File: config.mk
export PLATFORM = sky130hd
export DESIGN_NAME = error_measurement_gating
export DESIGN_NICKNAME = d
export VERILOG_FILES = /design/src/gating_pkg.sv /design/src/error_measurement_gating.sv /design/src/sec_tick_sync.sv /design/src/decade_lut.sv
export SDC_FILE = /design/constraint.sdc
export NUM_CORES = 2
export LEC_CHECK = 0
export ABC_AREA = 1
export BUFFER_PORTS_ARGS = -buffer_cell sky130_fd_sc_hd__buf_2
export CORE_ASPECT_RATIO = 1.75
export CORE_MARGIN = 5
export CORE_UTILIZATION = 54
export DETAILED_ROUTE_END_ITERATION = 8
export HOLD_SLACK_MARGIN = 0.06
export PLACE_DENSITY = 0.69
export SYNTH_ARGS = -nofsm -noshare
export SYNTH_HDL_FRONTEND = slang
export SYNTH_SLANG_ARGS = --single-unit
export TNS_END_PERCENT = 1
File: constraint.sdc
create_clock -name i_core_clk -period 6.35 [get_ports i_core_clk]
set_input_delay 0 -clock i_core_clk [delete_from_list [all_inputs] [get_ports i_core_clk]]
set_output_delay 0 -clock i_core_clk [all_outputs]
set_load 0.02 [all_outputs]
File: src/gating_pkg.sv
// Constants shared by the measurement gating block
package gating_pkg;
  // Register byte offsets
  localparam logic [7:0] OFF_CTRL    = 8'h00;
  localparam logic [7:0] OFF_PERIOD  = 8'h04;
  localparam logic [7:0] OFF_TARGET  = 8'h08;
  localparam logic [7:0] OFF_STATUS  = 8'h0c;
  localparam logic [7:0] OFF_CLK_LO  = 8'h10;
  localparam logic [7:0] OFF_CLK_HI  = 8'h14;
  localparam logic [7:0] OFF_ERR_LO  = 8'h18;
  localparam logic [7:0] OFF_ERR_HI  = 8'h1c;
  localparam logic [7:0] OFF_BLK_LO  = 8'h20;
  localparam logic [7:0] OFF_BLK_HI  = 8'h24;
  localparam logic [7:0] OFF_SECONDS = 8'h28;
  // Control field positions
  localparam int CTRL_START = 0;
  localparam int CTRL_STOP  = 1;
  localparam int CTRL_CYC   = 2;
  localparam int CTRL_UNIT  = 4;
  localparam int CTRL_LIVE  = 6;
  localparam int CTRL_IMMED = 7;
  localparam int CTRL_IVL   = 8;
  localparam int CTRL_COMB  = 10;
  // Status field positions
  localparam int STAT_RUN    = 0;
  localparam int STAT_DONE   = 1;
  localparam int STAT_REJECT = 2;
  // Cycle, unit and interval encodings
  localparam logic [1:0] CYC_REPEAT  = 2'h0;
  localparam logic [1:0] CYC_SINGLE  = 2'h1;
  localparam logic [1:0] CYC_UNTIMED = 2'h2;
  localparam logic [1:0] UNIT_TIME   = 2'h0;
  localparam logic [1:0] UNIT_CLOCK  = 2'h1;
  localparam logic [1:0] UNIT_ERROR  = 2'h2;
  localparam logic [1:0] UNIT_BLOCK  = 2'h3;
  localparam logic [1:0] IVL_100     = 2'h0;
  localparam logic [1:0] IVL_200     = 2'h1;
  localparam logic [1:0] IVL_500     = 2'h2;
  // Period limits in seconds, exponent limits
  localparam logic [23:0] PERIOD_MIN = 24'h000001;
  localparam logic [23:0] PERIOD_MAX = 24'h83d5ff;
  localparam logic [4:0]  EXP_MIN    = 5'h04;
  localparam logic [4:0]  EXP_MAX    = 5'h10;
  localparam logic [4:0]  EXP_BMIN   = 5'h02;
  localparam logic [4:0]  EXP_BMAX   = 5'h0e;
  // Values after reset
  localparam logic [23:0] RST_PERIOD = 24'h000001;
  localparam logic [4:0]  RST_EXP    = 5'h04;
  // Report cadences in ms and in core cycles
  localparam int CLK_MHZ  = 250;
  localparam int IVL_MS_A = 100;
  localparam int IVL_MS_B = 200;
  localparam int IVL_MS_C = 500;
  localparam int CYC_A    = IVL_MS_A * 1000 * CLK_MHZ;
  localparam int CYC_B    = IVL_MS_B * 1000 * CLK_MHZ;
  localparam int CYC_C    = IVL_MS_C * 1000 * CLK_MHZ;
  // AXI responses
  localparam logic [1:0] RESP_OKAY   = 2'h0;
  localparam logic [1:0] RESP_SLVERR = 2'h2;
endpackage

File: src/error_measurement_gating.sv
// Measurement gating, live reporting and AXI4-Lite registers
`timescale 1ns/10ps
// What this block does
// - Time gating ends a period of whole seconds, 1 s to 99 d 23:59:59.
// - Clock gating ends with the second in which clocks reach 10^4..10^16.
// - Error gating ends with the second in which errors reach 10^4..10^16.
// - Mixed-pattern block gating ends with the second blocks reach 10^2..10^14.
// - Untimed cycles ignore the period and run from start to stop.
// - Repeat starts a fresh period whenever one ends.
// - Single runs one period and stops.
// - Live reports come every 100, 200 or 500 ms while measuring.
// - The 500 ms cadence is refused outside two-channel combination.
// - Progressive reports carry totals since start or the last period end.
// - Immediate reports carry only the last interval's counts.
// - Without live reports, the last period's result holds until the next ends.
module error_measurement_gating #(
  parameter int unsigned P_CYC_A = gating_pkg::CYC_A, // Cycles per 100 ms
  parameter int unsigned P_CYC_B = gating_pkg::CYC_B, // Cycles per 200 ms
  parameter int unsigned P_CYC_C = gating_pkg::CYC_C  // Cycles per 500 ms
) (
  input  wire logic        i_core_clk,      // Core clock, 250 MHz
  input  wire logic        i_rst,           // Synchronous reset, high
  input  wire logic        i_sec_level,     // One-second timebase pin
  input  wire logic [7:0]  i_clk_inc,       // Received clocks this cycle
  input  wire logic [7:0]  i_err_inc,       // Errors this cycle
  input  wire logic        i_blk_inc,       // One block completed
  input  wire logic        i_mixed_pattern, // Mixed block pattern active
  input  wire logic [7:0]  i_awaddr,        // AW address
  input  wire logic        i_awvalid,       // AW valid
  output logic             o_awready,       // AW ready
  input  wire logic [31:0] i_wdata,         // Write data
  input  wire logic [3:0]  i_wstrb,         // Write strobes
  input  wire logic        i_wvalid,        // W valid
  output logic             o_wready,        // W ready
  output logic [1:0]       o_bresp,         // Write response
  output logic             o_bvalid,        // B valid
  input  wire logic        i_bready,        // B ready
  input  wire logic [7:0]  i_araddr,        // AR address
  input  wire logic        i_arvalid,       // AR valid
  output logic             o_arready,       // AR ready
  output logic [31:0]      o_rdata,         // Read data
  output logic [1:0]       o_rresp,         // Read response
  output logic             o_rvalid,        // R valid
  input  wire logic        i_rready,        // R ready
  output logic             o_running,       // Measurement in progress
  output logic             o_report,        // Live report published
  output logic             o_period_end     // Period finished
);
  typedef enum logic {ST_IDLE, ST_RUN} meas_state_t;

  ////////////////////////////////////////////////////////////////////////////
  // Declarations
  meas_state_t state;
  logic [1:0]  cycle_mode, gate_unit, ivl_sel;
  logic        live_en, immed, comb_mode, done_flag, reject_flag;
  logic        start_req, stop_req;
  logic [23:0] period_sec, elapsed;
  logic [4:0]  target_exp;
  logic [63:0] target, acc_clk, acc_err, acc_blk, int_clk, int_err, int_blk;
  logic [63:0] res_clk, res_err, res_blk;
  logic [23:0] res_sec;
  logic [31:0] rpt_cnt;
  logic        sec_tick;
  logic        aw_held, w_held;
  logic [7:0]  aw_addr;
  logic [31:0] w_data;
  logic [3:0]  w_strb;

  ////////////////////////////////////////////////////////////////////////////
  // Register decode helpers
  function automatic logic mapped(input logic [7:0] a);
    return (a[1:0] == 2'h0) && (a <= gating_pkg::OFF_SECONDS);
  endfunction

  function automatic logic [31:0] reg_read(input logic [7:0] a);
    logic [31:0] v;
    v = 32'h0;
    case (a)
      gating_pkg::OFF_CTRL: begin
        v[gating_pkg::CTRL_CYC +: 2]  = cycle_mode;
        v[gating_pkg::CTRL_UNIT +: 2] = gate_unit;
        v[gating_pkg::CTRL_LIVE]      = live_en;
        v[gating_pkg::CTRL_IMMED]     = immed;
        v[gating_pkg::CTRL_IVL +: 2]  = ivl_sel;
        v[gating_pkg::CTRL_COMB]      = comb_mode;
      end
      gating_pkg::OFF_PERIOD:  v[23:0] = period_sec;
      gating_pkg::OFF_TARGET:  v[4:0]  = target_exp;
      gating_pkg::OFF_STATUS: begin
        v[gating_pkg::STAT_RUN]    = (state == ST_RUN);
        v[gating_pkg::STAT_DONE]   = done_flag;
        v[gating_pkg::STAT_REJECT] = reject_flag;
      end
      gating_pkg::OFF_CLK_LO:  v = res_clk[31:0];
      gating_pkg::OFF_CLK_HI:  v = res_clk[63:32];
      gating_pkg::OFF_ERR_LO:  v = res_err[31:0];
      gating_pkg::OFF_ERR_HI:  v = res_err[63:32];
      gating_pkg::OFF_BLK_LO:  v = res_blk[31:0];
      gating_pkg::OFF_BLK_HI:  v = res_blk[63:32];
      gating_pkg::OFF_SECONDS: v[23:0] = res_sec;
      default:                 v = 32'h0;
    endcase
    return v;
  endfunction

  // Exponent clamped to the unit's range
  function automatic logic [4:0] clamp_exp(input logic [4:0] e, input logic blk);
    logic [4:0] lo, hi;
    lo = blk ? gating_pkg::EXP_BMIN : gating_pkg::EXP_MIN;
    hi = blk ? gating_pkg::EXP_BMAX : gating_pkg::EXP_MAX;
    return (e < lo) ? lo : ((e > hi) ? hi : e);
  endfunction

  ////////////////////////////////////////////////////////////////////////////
  // Write channel decode
  wire         do_write = aw_held & w_held & ~o_bvalid;
  wire         wr_ok    = mapped(aw_addr);
  logic [31:0] wr_old;
  logic [31:0] nv;
  always_comb begin
    wr_old = reg_read(aw_addr);
    for (int b = 0; b < 4; b++) begin
      nv[b*8 +: 8] = w_strb[b] ? w_data[b*8 +: 8] : wr_old[b*8 +: 8];
    end
  end
  wire wr_ctrl   = do_write & (aw_addr == gating_pkg::OFF_CTRL);
  wire wr_period = do_write & (aw_addr == gating_pkg::OFF_PERIOD);
  wire wr_target = do_write & (aw_addr == gating_pkg::OFF_TARGET);
  wire wr_status = do_write & (aw_addr == gating_pkg::OFF_STATUS) & w_strb[0];
  wire [1:0] nv_ivl  = nv[gating_pkg::CTRL_IVL +: 2];
  wire ivl_refused = (nv_ivl == gating_pkg::IVL_500) & ~nv[gating_pkg::CTRL_COMB];
  wire [23:0] nv_per = (nv[23:0] < gating_pkg::PERIOD_MIN) ? gating_pkg::PERIOD_MIN :
                       (nv[23:0] > gating_pkg::PERIOD_MAX) ? gating_pkg::PERIOD_MAX :
                       nv[23:0];

  // AW and W latched apart, response follows both
  always_ff @(posedge i_core_clk) begin
    if (i_rst) begin
      aw_held <= 1'b0;
      w_held  <= 1'b0;
      aw_addr <= 8'h0;
      w_data  <= 32'h0;
      w_strb  <= 4'h0;
      o_bvalid <= 1'b0;
      o_bresp  <= gating_pkg::RESP_OKAY;
    end else begin
      if (i_awvalid && o_awready) begin
        aw_held <= 1'b1;
        aw_addr <= i_awaddr;
      end
      if (i_wvalid && o_wready) begin
        w_held <= 1'b1;
        w_data <= i_wdata;
        w_strb <= i_wstrb;
      end
      if (do_write) begin
        aw_held  <= 1'b0;
        w_held   <= 1'b0;
        o_bvalid <= 1'b1;
        o_bresp  <= wr_ok ? gating_pkg::RESP_OKAY : gating_pkg::RESP_SLVERR;
      end else if (o_bvalid && i_bready) begin
        o_bvalid <= 1'b0;
      end
    end
  end

  // Registered readies
  always_ff @(posedge i_core_clk) begin
    if (i_rst) begin
      o_awready <= 1'b0;
      o_wready  <= 1'b0;
    end else begin
      o_awready <= ~aw_held & ~(i_awvalid & o_awready) & ~o_bvalid;
      o_wready  <= ~w_held & ~(i_wvalid & o_wready) & ~o_bvalid;
    end
  end

  ////////////////////////////////////////////////////////////////////////////
  // Read channel
  always_ff @(posedge i_core_clk) begin
    if (i_rst) begin
      o_arready <= 1'b0;
      o_rvalid  <= 1'b0;
      o_rdata   <= 32'h0;
      o_rresp   <= gating_pkg::RESP_OKAY;
    end else if (i_arvalid && o_arready) begin
      o_arready <= 1'b0;
      o_rvalid  <= 1'b1;
      o_rdata   <= reg_read(i_araddr);
      o_rresp   <= mapped(i_araddr) ? gating_pkg::RESP_OKAY : gating_pkg::RESP_SLVERR;
    end else if (o_rvalid && i_rready) begin
      o_rvalid  <= 1'b0;
      o_arready <= 1'b1;
    end else if (!o_rvalid) begin
      o_arready <= 1'b1;
    end
  end

  ////////////////////////////////////////////////////////////////////////////
  // Settings and commands
  always_ff @(posedge i_core_clk) begin
    if (i_rst) begin
      cycle_mode <= gating_pkg::CYC_REPEAT;
      gate_unit  <= gating_pkg::UNIT_TIME;
      live_en    <= 1'b0;
      immed      <= 1'b0;
      ivl_sel    <= gating_pkg::IVL_100;
      comb_mode  <= 1'b0;
      period_sec <= gating_pkg::RST_PERIOD;
      target_exp <= gating_pkg::RST_EXP;
      start_req  <= 1'b0;
      stop_req   <= 1'b0;
    end else begin
      start_req <= wr_ctrl & nv[gating_pkg::CTRL_START];
      stop_req  <= wr_ctrl & nv[gating_pkg::CTRL_STOP];
      if (wr_ctrl) begin
        cycle_mode <= nv[gating_pkg::CTRL_CYC +: 2];
        gate_unit  <= nv[gating_pkg::CTRL_UNIT +: 2];
        live_en    <= nv[gating_pkg::CTRL_LIVE];
        immed      <= nv[gating_pkg::CTRL_IMMED];
        comb_mode  <= nv[gating_pkg::CTRL_COMB];
        if (!ivl_refused) begin
          ivl_sel <= nv_ivl;
        end
      end
      if (wr_period) begin
        period_sec <= nv_per;
      end
      if (wr_target) begin
        target_exp <= nv[4:0];
      end
    end
  end

  ////////////////////////////////////////////////////////////////////////////
  // Timebase and target
  sec_tick_sync u_sec (
    .i_core_clk (i_core_clk),
    .i_rst      (i_rst),
    .i_level    (i_sec_level),
    .o_pulse    (sec_tick)
  );

  wire [4:0] eff_exp = clamp_exp(target_exp, gate_unit == gating_pkg::UNIT_BLOCK);

  decade_lut u_lut (
    .i_core_clk (i_core_clk),
    .i_rst      (i_rst),
    .i_exp      (eff_exp),
    .o_value    (target)
  );

  ////////////////////////////////////////////////////////////////////////////
  // Gating decisions
  wire        running = (state == ST_RUN);
  wire [63:0] clk_x   = running ? {56'h0, i_clk_inc} : 64'h0;
  wire [63:0] err_x   = running ? {56'h0, i_err_inc} : 64'h0;
  wire [63:0] blk_x   = running ? {63'h0, i_blk_inc} : 64'h0;
  wire [63:0] acc_clk_s = acc_clk + clk_x;
  wire [63:0] acc_err_s = acc_err + err_x;
  wire [63:0] acc_blk_s = acc_blk + blk_x;
  wire [63:0] int_clk_s = int_clk + clk_x;
  wire [63:0] int_err_s = int_err + err_x;
  wire [63:0] int_blk_s = int_blk + blk_x;
  wire        tick_run  = running & sec_tick;
  wire [23:0] elapsed_s = 24'(elapsed + {23'h0, tick_run});
  wire goal_time  = elapsed_s >= period_sec;
  wire goal_clk   = acc_clk_s >= target;
  wire goal_err   = acc_err_s >= target;
  wire goal_blk   = i_mixed_pattern & (acc_blk_s >= target);
  wire goal_met   = (gate_unit == gating_pkg::UNIT_TIME)  ? goal_time :
                    (gate_unit == gating_pkg::UNIT_CLOCK) ? goal_clk  :
                    (gate_unit == gating_pkg::UNIT_ERROR) ? goal_err  : goal_blk;
  wire period_end = tick_run & goal_met & (cycle_mode != gating_pkg::CYC_UNTIMED);
  wire stop_cmd   = running & stop_req;
  wire finish     = period_end | stop_cmd;
  wire go_idle    = stop_cmd | (period_end & (cycle_mode != gating_pkg::CYC_REPEAT));
  wire clr_acc    = start_req | period_end;

  wire [31:0] ivl_len = (ivl_sel == gating_pkg::IVL_500) ? 32'(P_CYC_C) :
                        (ivl_sel == gating_pkg::IVL_200) ? 32'(P_CYC_B) : 32'(P_CYC_A);
  wire report_tick = running & live_en & (rpt_cnt >= ivl_len - 32'h1);
  wire clr_int     = clr_acc | report_tick;

  // Measurement state
  always_ff @(posedge i_core_clk) begin
    if (i_rst) begin
      state <= ST_IDLE;
    end else begin
      case (state)
        ST_IDLE: state <= start_req ? ST_RUN : ST_IDLE;
        ST_RUN:  state <= (go_idle && !start_req) ? ST_IDLE : ST_RUN;
        default: state <= ST_IDLE;
      endcase
    end
  end

  always_ff @(posedge i_core_clk) begin
    if (i_rst) begin
      acc_clk <= 64'h0;
      acc_err <= 64'h0;
      acc_blk <= 64'h0;
      int_clk <= 64'h0;
      int_err <= 64'h0;
      int_blk <= 64'h0;
      elapsed <= 24'h0;
    end else begin
      acc_clk <= clr_acc ? 64'h0 : acc_clk_s;
      acc_err <= clr_acc ? 64'h0 : acc_err_s;
      acc_blk <= clr_acc ? 64'h0 : acc_blk_s;
      int_clk <= clr_int ? 64'h0 : int_clk_s;
      int_err <= clr_int ? 64'h0 : int_err_s;
      int_blk <= clr_int ? 64'h0 : int_blk_s;
      elapsed <= clr_acc ? 24'h0 : elapsed_s;
    end
  end

  always_ff @(posedge i_core_clk) begin
    if (i_rst) begin
      rpt_cnt <= 32'h0;
    end else if (clr_acc || report_tick || !running || !live_en) begin
      rpt_cnt <= 32'h0;
    end else begin
      rpt_cnt <= rpt_cnt + 32'h1;
    end
  end

  // Published results
  always_ff @(posedge i_core_clk) begin
    if (i_rst) begin
      res_clk <= 64'h0;
      res_err <= 64'h0;
      res_blk <= 64'h0;
      res_sec <= 24'h0;
    end else if (report_tick) begin
      res_clk <= immed ? int_clk_s : acc_clk_s;
      res_err <= immed ? int_err_s : acc_err_s;
      res_blk <= immed ? int_blk_s : acc_blk_s;
      res_sec <= elapsed_s;
    end else if (finish && !live_en) begin
      res_clk <= acc_clk_s;
      res_err <= acc_err_s;
      res_blk <= acc_blk_s;
      res_sec <= elapsed_s;
    end
  end

  // Sticky flags, set wins over clear; running, report and end outputs registered
  always_ff @(posedge i_core_clk) begin
    if (i_rst) begin
      done_flag    <= 1'b0;
      reject_flag  <= 1'b0;
      o_running    <= 1'b0;
      o_report     <= 1'b0;
      o_period_end <= 1'b0;
    end else begin
      done_flag    <= finish |
                      (done_flag & ~(wr_status & w_data[gating_pkg::STAT_DONE]));
      reject_flag  <= (wr_ctrl & ivl_refused) |
                      (reject_flag & ~(wr_status & w_data[gating_pkg::STAT_REJECT]));
      o_running    <= running;
      o_report     <= report_tick;
      o_period_end <= finish;
    end
  end
endmodule // error_measurement_gating

File: src/sec_tick_sync.sv
// Two-flop synchroniser and edge pulse for the second timebase
`timescale 1ns/10ps
module sec_tick_sync (
  input  wire logic i_core_clk, // Core clock
  input  wire logic i_rst,      // Synchronous reset
  input  wire logic i_level,    // Asynchronous timebase level
  output logic      o_pulse     // One-cycle pulse per rising edge
);
  logic meta;
  logic stable;
  logic prev;

  // Synchroniser chain and edge detect on the settled copy
  always_ff @(posedge i_core_clk) begin
    if (i_rst) begin
      meta    <= 1'b0;
      stable  <= 1'b0;
      prev    <= 1'b0;
      o_pulse <= 1'b0;
    end else begin
      meta    <= i_level;
      stable  <= meta;
      prev    <= stable;
      o_pulse <= stable & ~prev;
    end
  end
endmodule // sec_tick_sync

File: src/decade_lut.sv
// Registered table of powers of ten for decade targets
`timescale 1ns/10ps
module decade_lut (
  input  wire logic        i_core_clk, // Core clock
  input  wire logic        i_rst,      // Synchronous reset
  input  wire logic [4:0]  i_exp,      // Decade exponent
  output logic      [63:0] o_value     // Ten to the exponent
);
  logic [63:0] table_val [17];

  // Elaboration-time power of ten
  function automatic logic [63:0] pow10(input int n);
    logic [63:0] v;
    v = 64'h1;
    for (int k = 0; k < n; k++) begin
      v = 64'(v * 64'ha);
    end
    return v;
  endfunction

  // One constant entry per exponent
  for (genvar g = 0; g < 17; g++) begin : g_tbl
    assign table_val[g] = pow10(g);
  end

  // Registered read
  always_ff @(posedge i_core_clk) begin
    if (i_rst) begin
      o_value <= 64'h0;
    end else begin
      o_value <= (i_exp > 5'h10) ? table_val[16] : table_val[i_exp];
    end
  end
endmodule // decade_lut

==> run metrics <==
Worst EP required 6.96 ns; Bufs on Longest Clock Path 3; Worst-Margin Slew 1.457 ns; via count 52100; Max IR drop VDD 0.2171 mV; port bufs 110; Area Growth Syn to Fin 12.69%; post-synth top area share 32.75%; Startpoint Class register; fin crit share 94.76%; register area share after synthesis 32.75%; leakage 23.96 nW; setup violation total in the final timing report 0; Syn Area/Cell 6.645 µm²; commonest cells in the netlist nand2_1, nor2_1, inv_1; layout cells sized above 1 7.883%; Synth Instances 7607; yosys synthesis warning count 0; slowest stage delay, CP 0.38 ns; P per Cell Area 194.4 nW/µm²; Period minus WS final 6.017 ns; CTS tree yes; endpoints failing hold 0; number of global-route vias before repair 50120; Vias/cell 5.744; EDFF count, synth 0; wire length per cell 23.74 µm; Post-Syn Area 50550 µm²; Max FO, Critical Path 20; outcome completed; worst skew pair latency 0.71 ns; first-pass GRT wire length 309900 µm; IO Pins 122; post-DP HPWL 168400 µm; CTS Buf Count 82; prevailing post-synth register cell dfxtp_1; CP Buf/Inv Count 10; drt initial violations 4847; worst slack, placed 0.1138 ns; max-cap viol count 0; core area 92960 µm²; CTS sink count 827; FF+latch count, synth 827; drt pass-1 iters 9; Worst-path clk slew 0.06 ns; WL final 215300 µm; CP max-delay cell dfxtp_1; Synth async-reset ratio 0%; H-tree depth 3; initial antenna violation count 6; Yosys top cell by area dfxtp_1; final slew viol count 0; global route total overflow 0; fillers 9005; R2R setup slack 0.33 ns; most frequent cell after synthesis nand2_1; hold crit path type input port to register; Crit Path Class register to register; final worst slack 0.3329 ns; Cell Rows 148; die width 241.3 µm; die area 100100 µm²; Total Routing Usage GR 41.47%; Crit path max-delay family simple AND/OR/NAND/NOR gates; root buffer selected by CTS clkbuf_16; max_slew headroom 1.853%; Die H 414.7 µm; largest net degree at the start of global routing 156; WP data arrival 6.63 ns; Worst Clk Skew 0.03535 ns; initial core utilization 54.38%; setup TNS 0 ns; Synth cell types 73; GPL Wtd Cong 1.192; f_max 166.2 MHz; top post-synthesis cells by area dfxtp_1, nand2_1, nor2_1; ANT nets after route 0; RSZ-0062 raised after global routing no; Final #Nets 8121; CP endpoint kind register; drt drc 0; Worst path most repeated cell nor2_1
[worst reg2reg max path: cells and delay by family (launching register included)]
kind                     cells  cell delay [ns]
XOR/XNOR                     1             0.27
AND/OR/NAND/NOR             20             2.51
flip-flops                   1             0.38
AO/OA/AOI/OAI                4             0.73
buffers and inverters       10             1.42
adder cells (fa/ha/maj)      3             0.66
[layout make-up]
cell class                      instances  area (µm²)  share of cell area, %
Multi-Input combinational cell       5277       28170                  49.45
Sequential cell                       827       16560                  29.07
Inverter                             1242        4673                  8.204
Timing Repair Buffer                  368        3156                  5.540
Clock buffer                          113        2380                  4.178
Tap cell                             1200        1501                  2.636
Clock inverter                         38       513.0                 0.9006
Antenna cell                            5       12.51                0.02197
[cells in the final DEF (no fill, tap or decap), types with 144 or more instances in the layout]
cell	n
a21oi_1	323
dfxtp_1	827
ha_1	242
inv_1	1197
nand2_1	1396
nand3_1	361
nand4_1	146
nor2_1	1241
nor3_1	226
o21ai_0	323
o22ai_1	144
xor2_1	282
[worst paths after layout]
kind | start | end | cells past startpoint
max | running | rpt_cnt[14] | 38
min | i_clk_inc[2] | int_clk[2] | 6
max reg2reg | running | rpt_cnt[14] | 38
min reg2reg | u_sec.prev | u_sec.o_pulse | 1
[flip-flops by register name, summed over array words and instances, names as in the netlist, 3 cells and up]
| register | cells |
|---|---|
| acc_blk | 64 |
| acc_clk | 64 |
| acc_err | 64 |
| int_blk | 64 |
| int_clk | 64 |
| int_err | 64 |
| res_blk | 64 |
| res_clk | 64 |
| res_err | 64 |
| u_lut.o_value | 45 |
| o_rdata | 32 |
| rpt_cnt | 32 |
| elapsed | 24 |
| period_sec | 24 |
| res_sec | 24 |
| w_data | 24 |
| aw_addr | 8 |
| target_exp | 5 |
| w_strb | 3 |
[what timing repair did]
action                                  in CTS  in global routing
endpoints found under the setup margin       0                649
buffers inserted                             0                  1
hold endpoints to repair                   188                  0
gates resized for setup                      0                  7
hold buffers                               120                  0
[power by group]
part,internal (mW),total [mW],leakage (nW),switching (mW)
registers,5.21,5.24,6.67,0.0212
clock network,3.05,5.39,1.41,2.33
logic,0.151,0.450,15.9,0.299
[kinds of logic (layout without fill, tap and decap cells)]
family,count (synthesis),after routing,share of synthesized area [%]
buffers and inverters,1510,1761,11.72
adders and majority gates,245,245,6.094
AOI/OAI and AO/OA,1056,1056,12.56
other,2,14,0.01486
xor gates and xnor gates,358,358,6.218
DFF,827,827,32.75
and+or+nand+nor,3602,3602,30.50
muxes,7,7,0.1386
[per-layer routing]
layer  GRT usage, %  share of wire, %  wire, µm
met5              0             0.012        25
met2          68.39                46     98870
met4          41.03                13     28550
met3          8.074               7.3     15720
met1          42.56                34     72140
[stage by stage]
step	utilization, %	std cells	total power [mW]	hold WS [ns]	area, µm²
3_3_place_gp	56.77	8791	5.709	0.2002	52780
5_1_grt	61.26	9065	11.30	0.1042	56950
3_5_place_dp	56.77	8791	5.713	0.2091	52780
4_1_cts	61.18	9062	11.06	0.06150	56870
2_1_floorplan	-	7614	5.550	0.08392	50570
6_report	61.28	9070	11.07	0.04289	56960
Note: power is estimated with default switching activity, not from simulation.
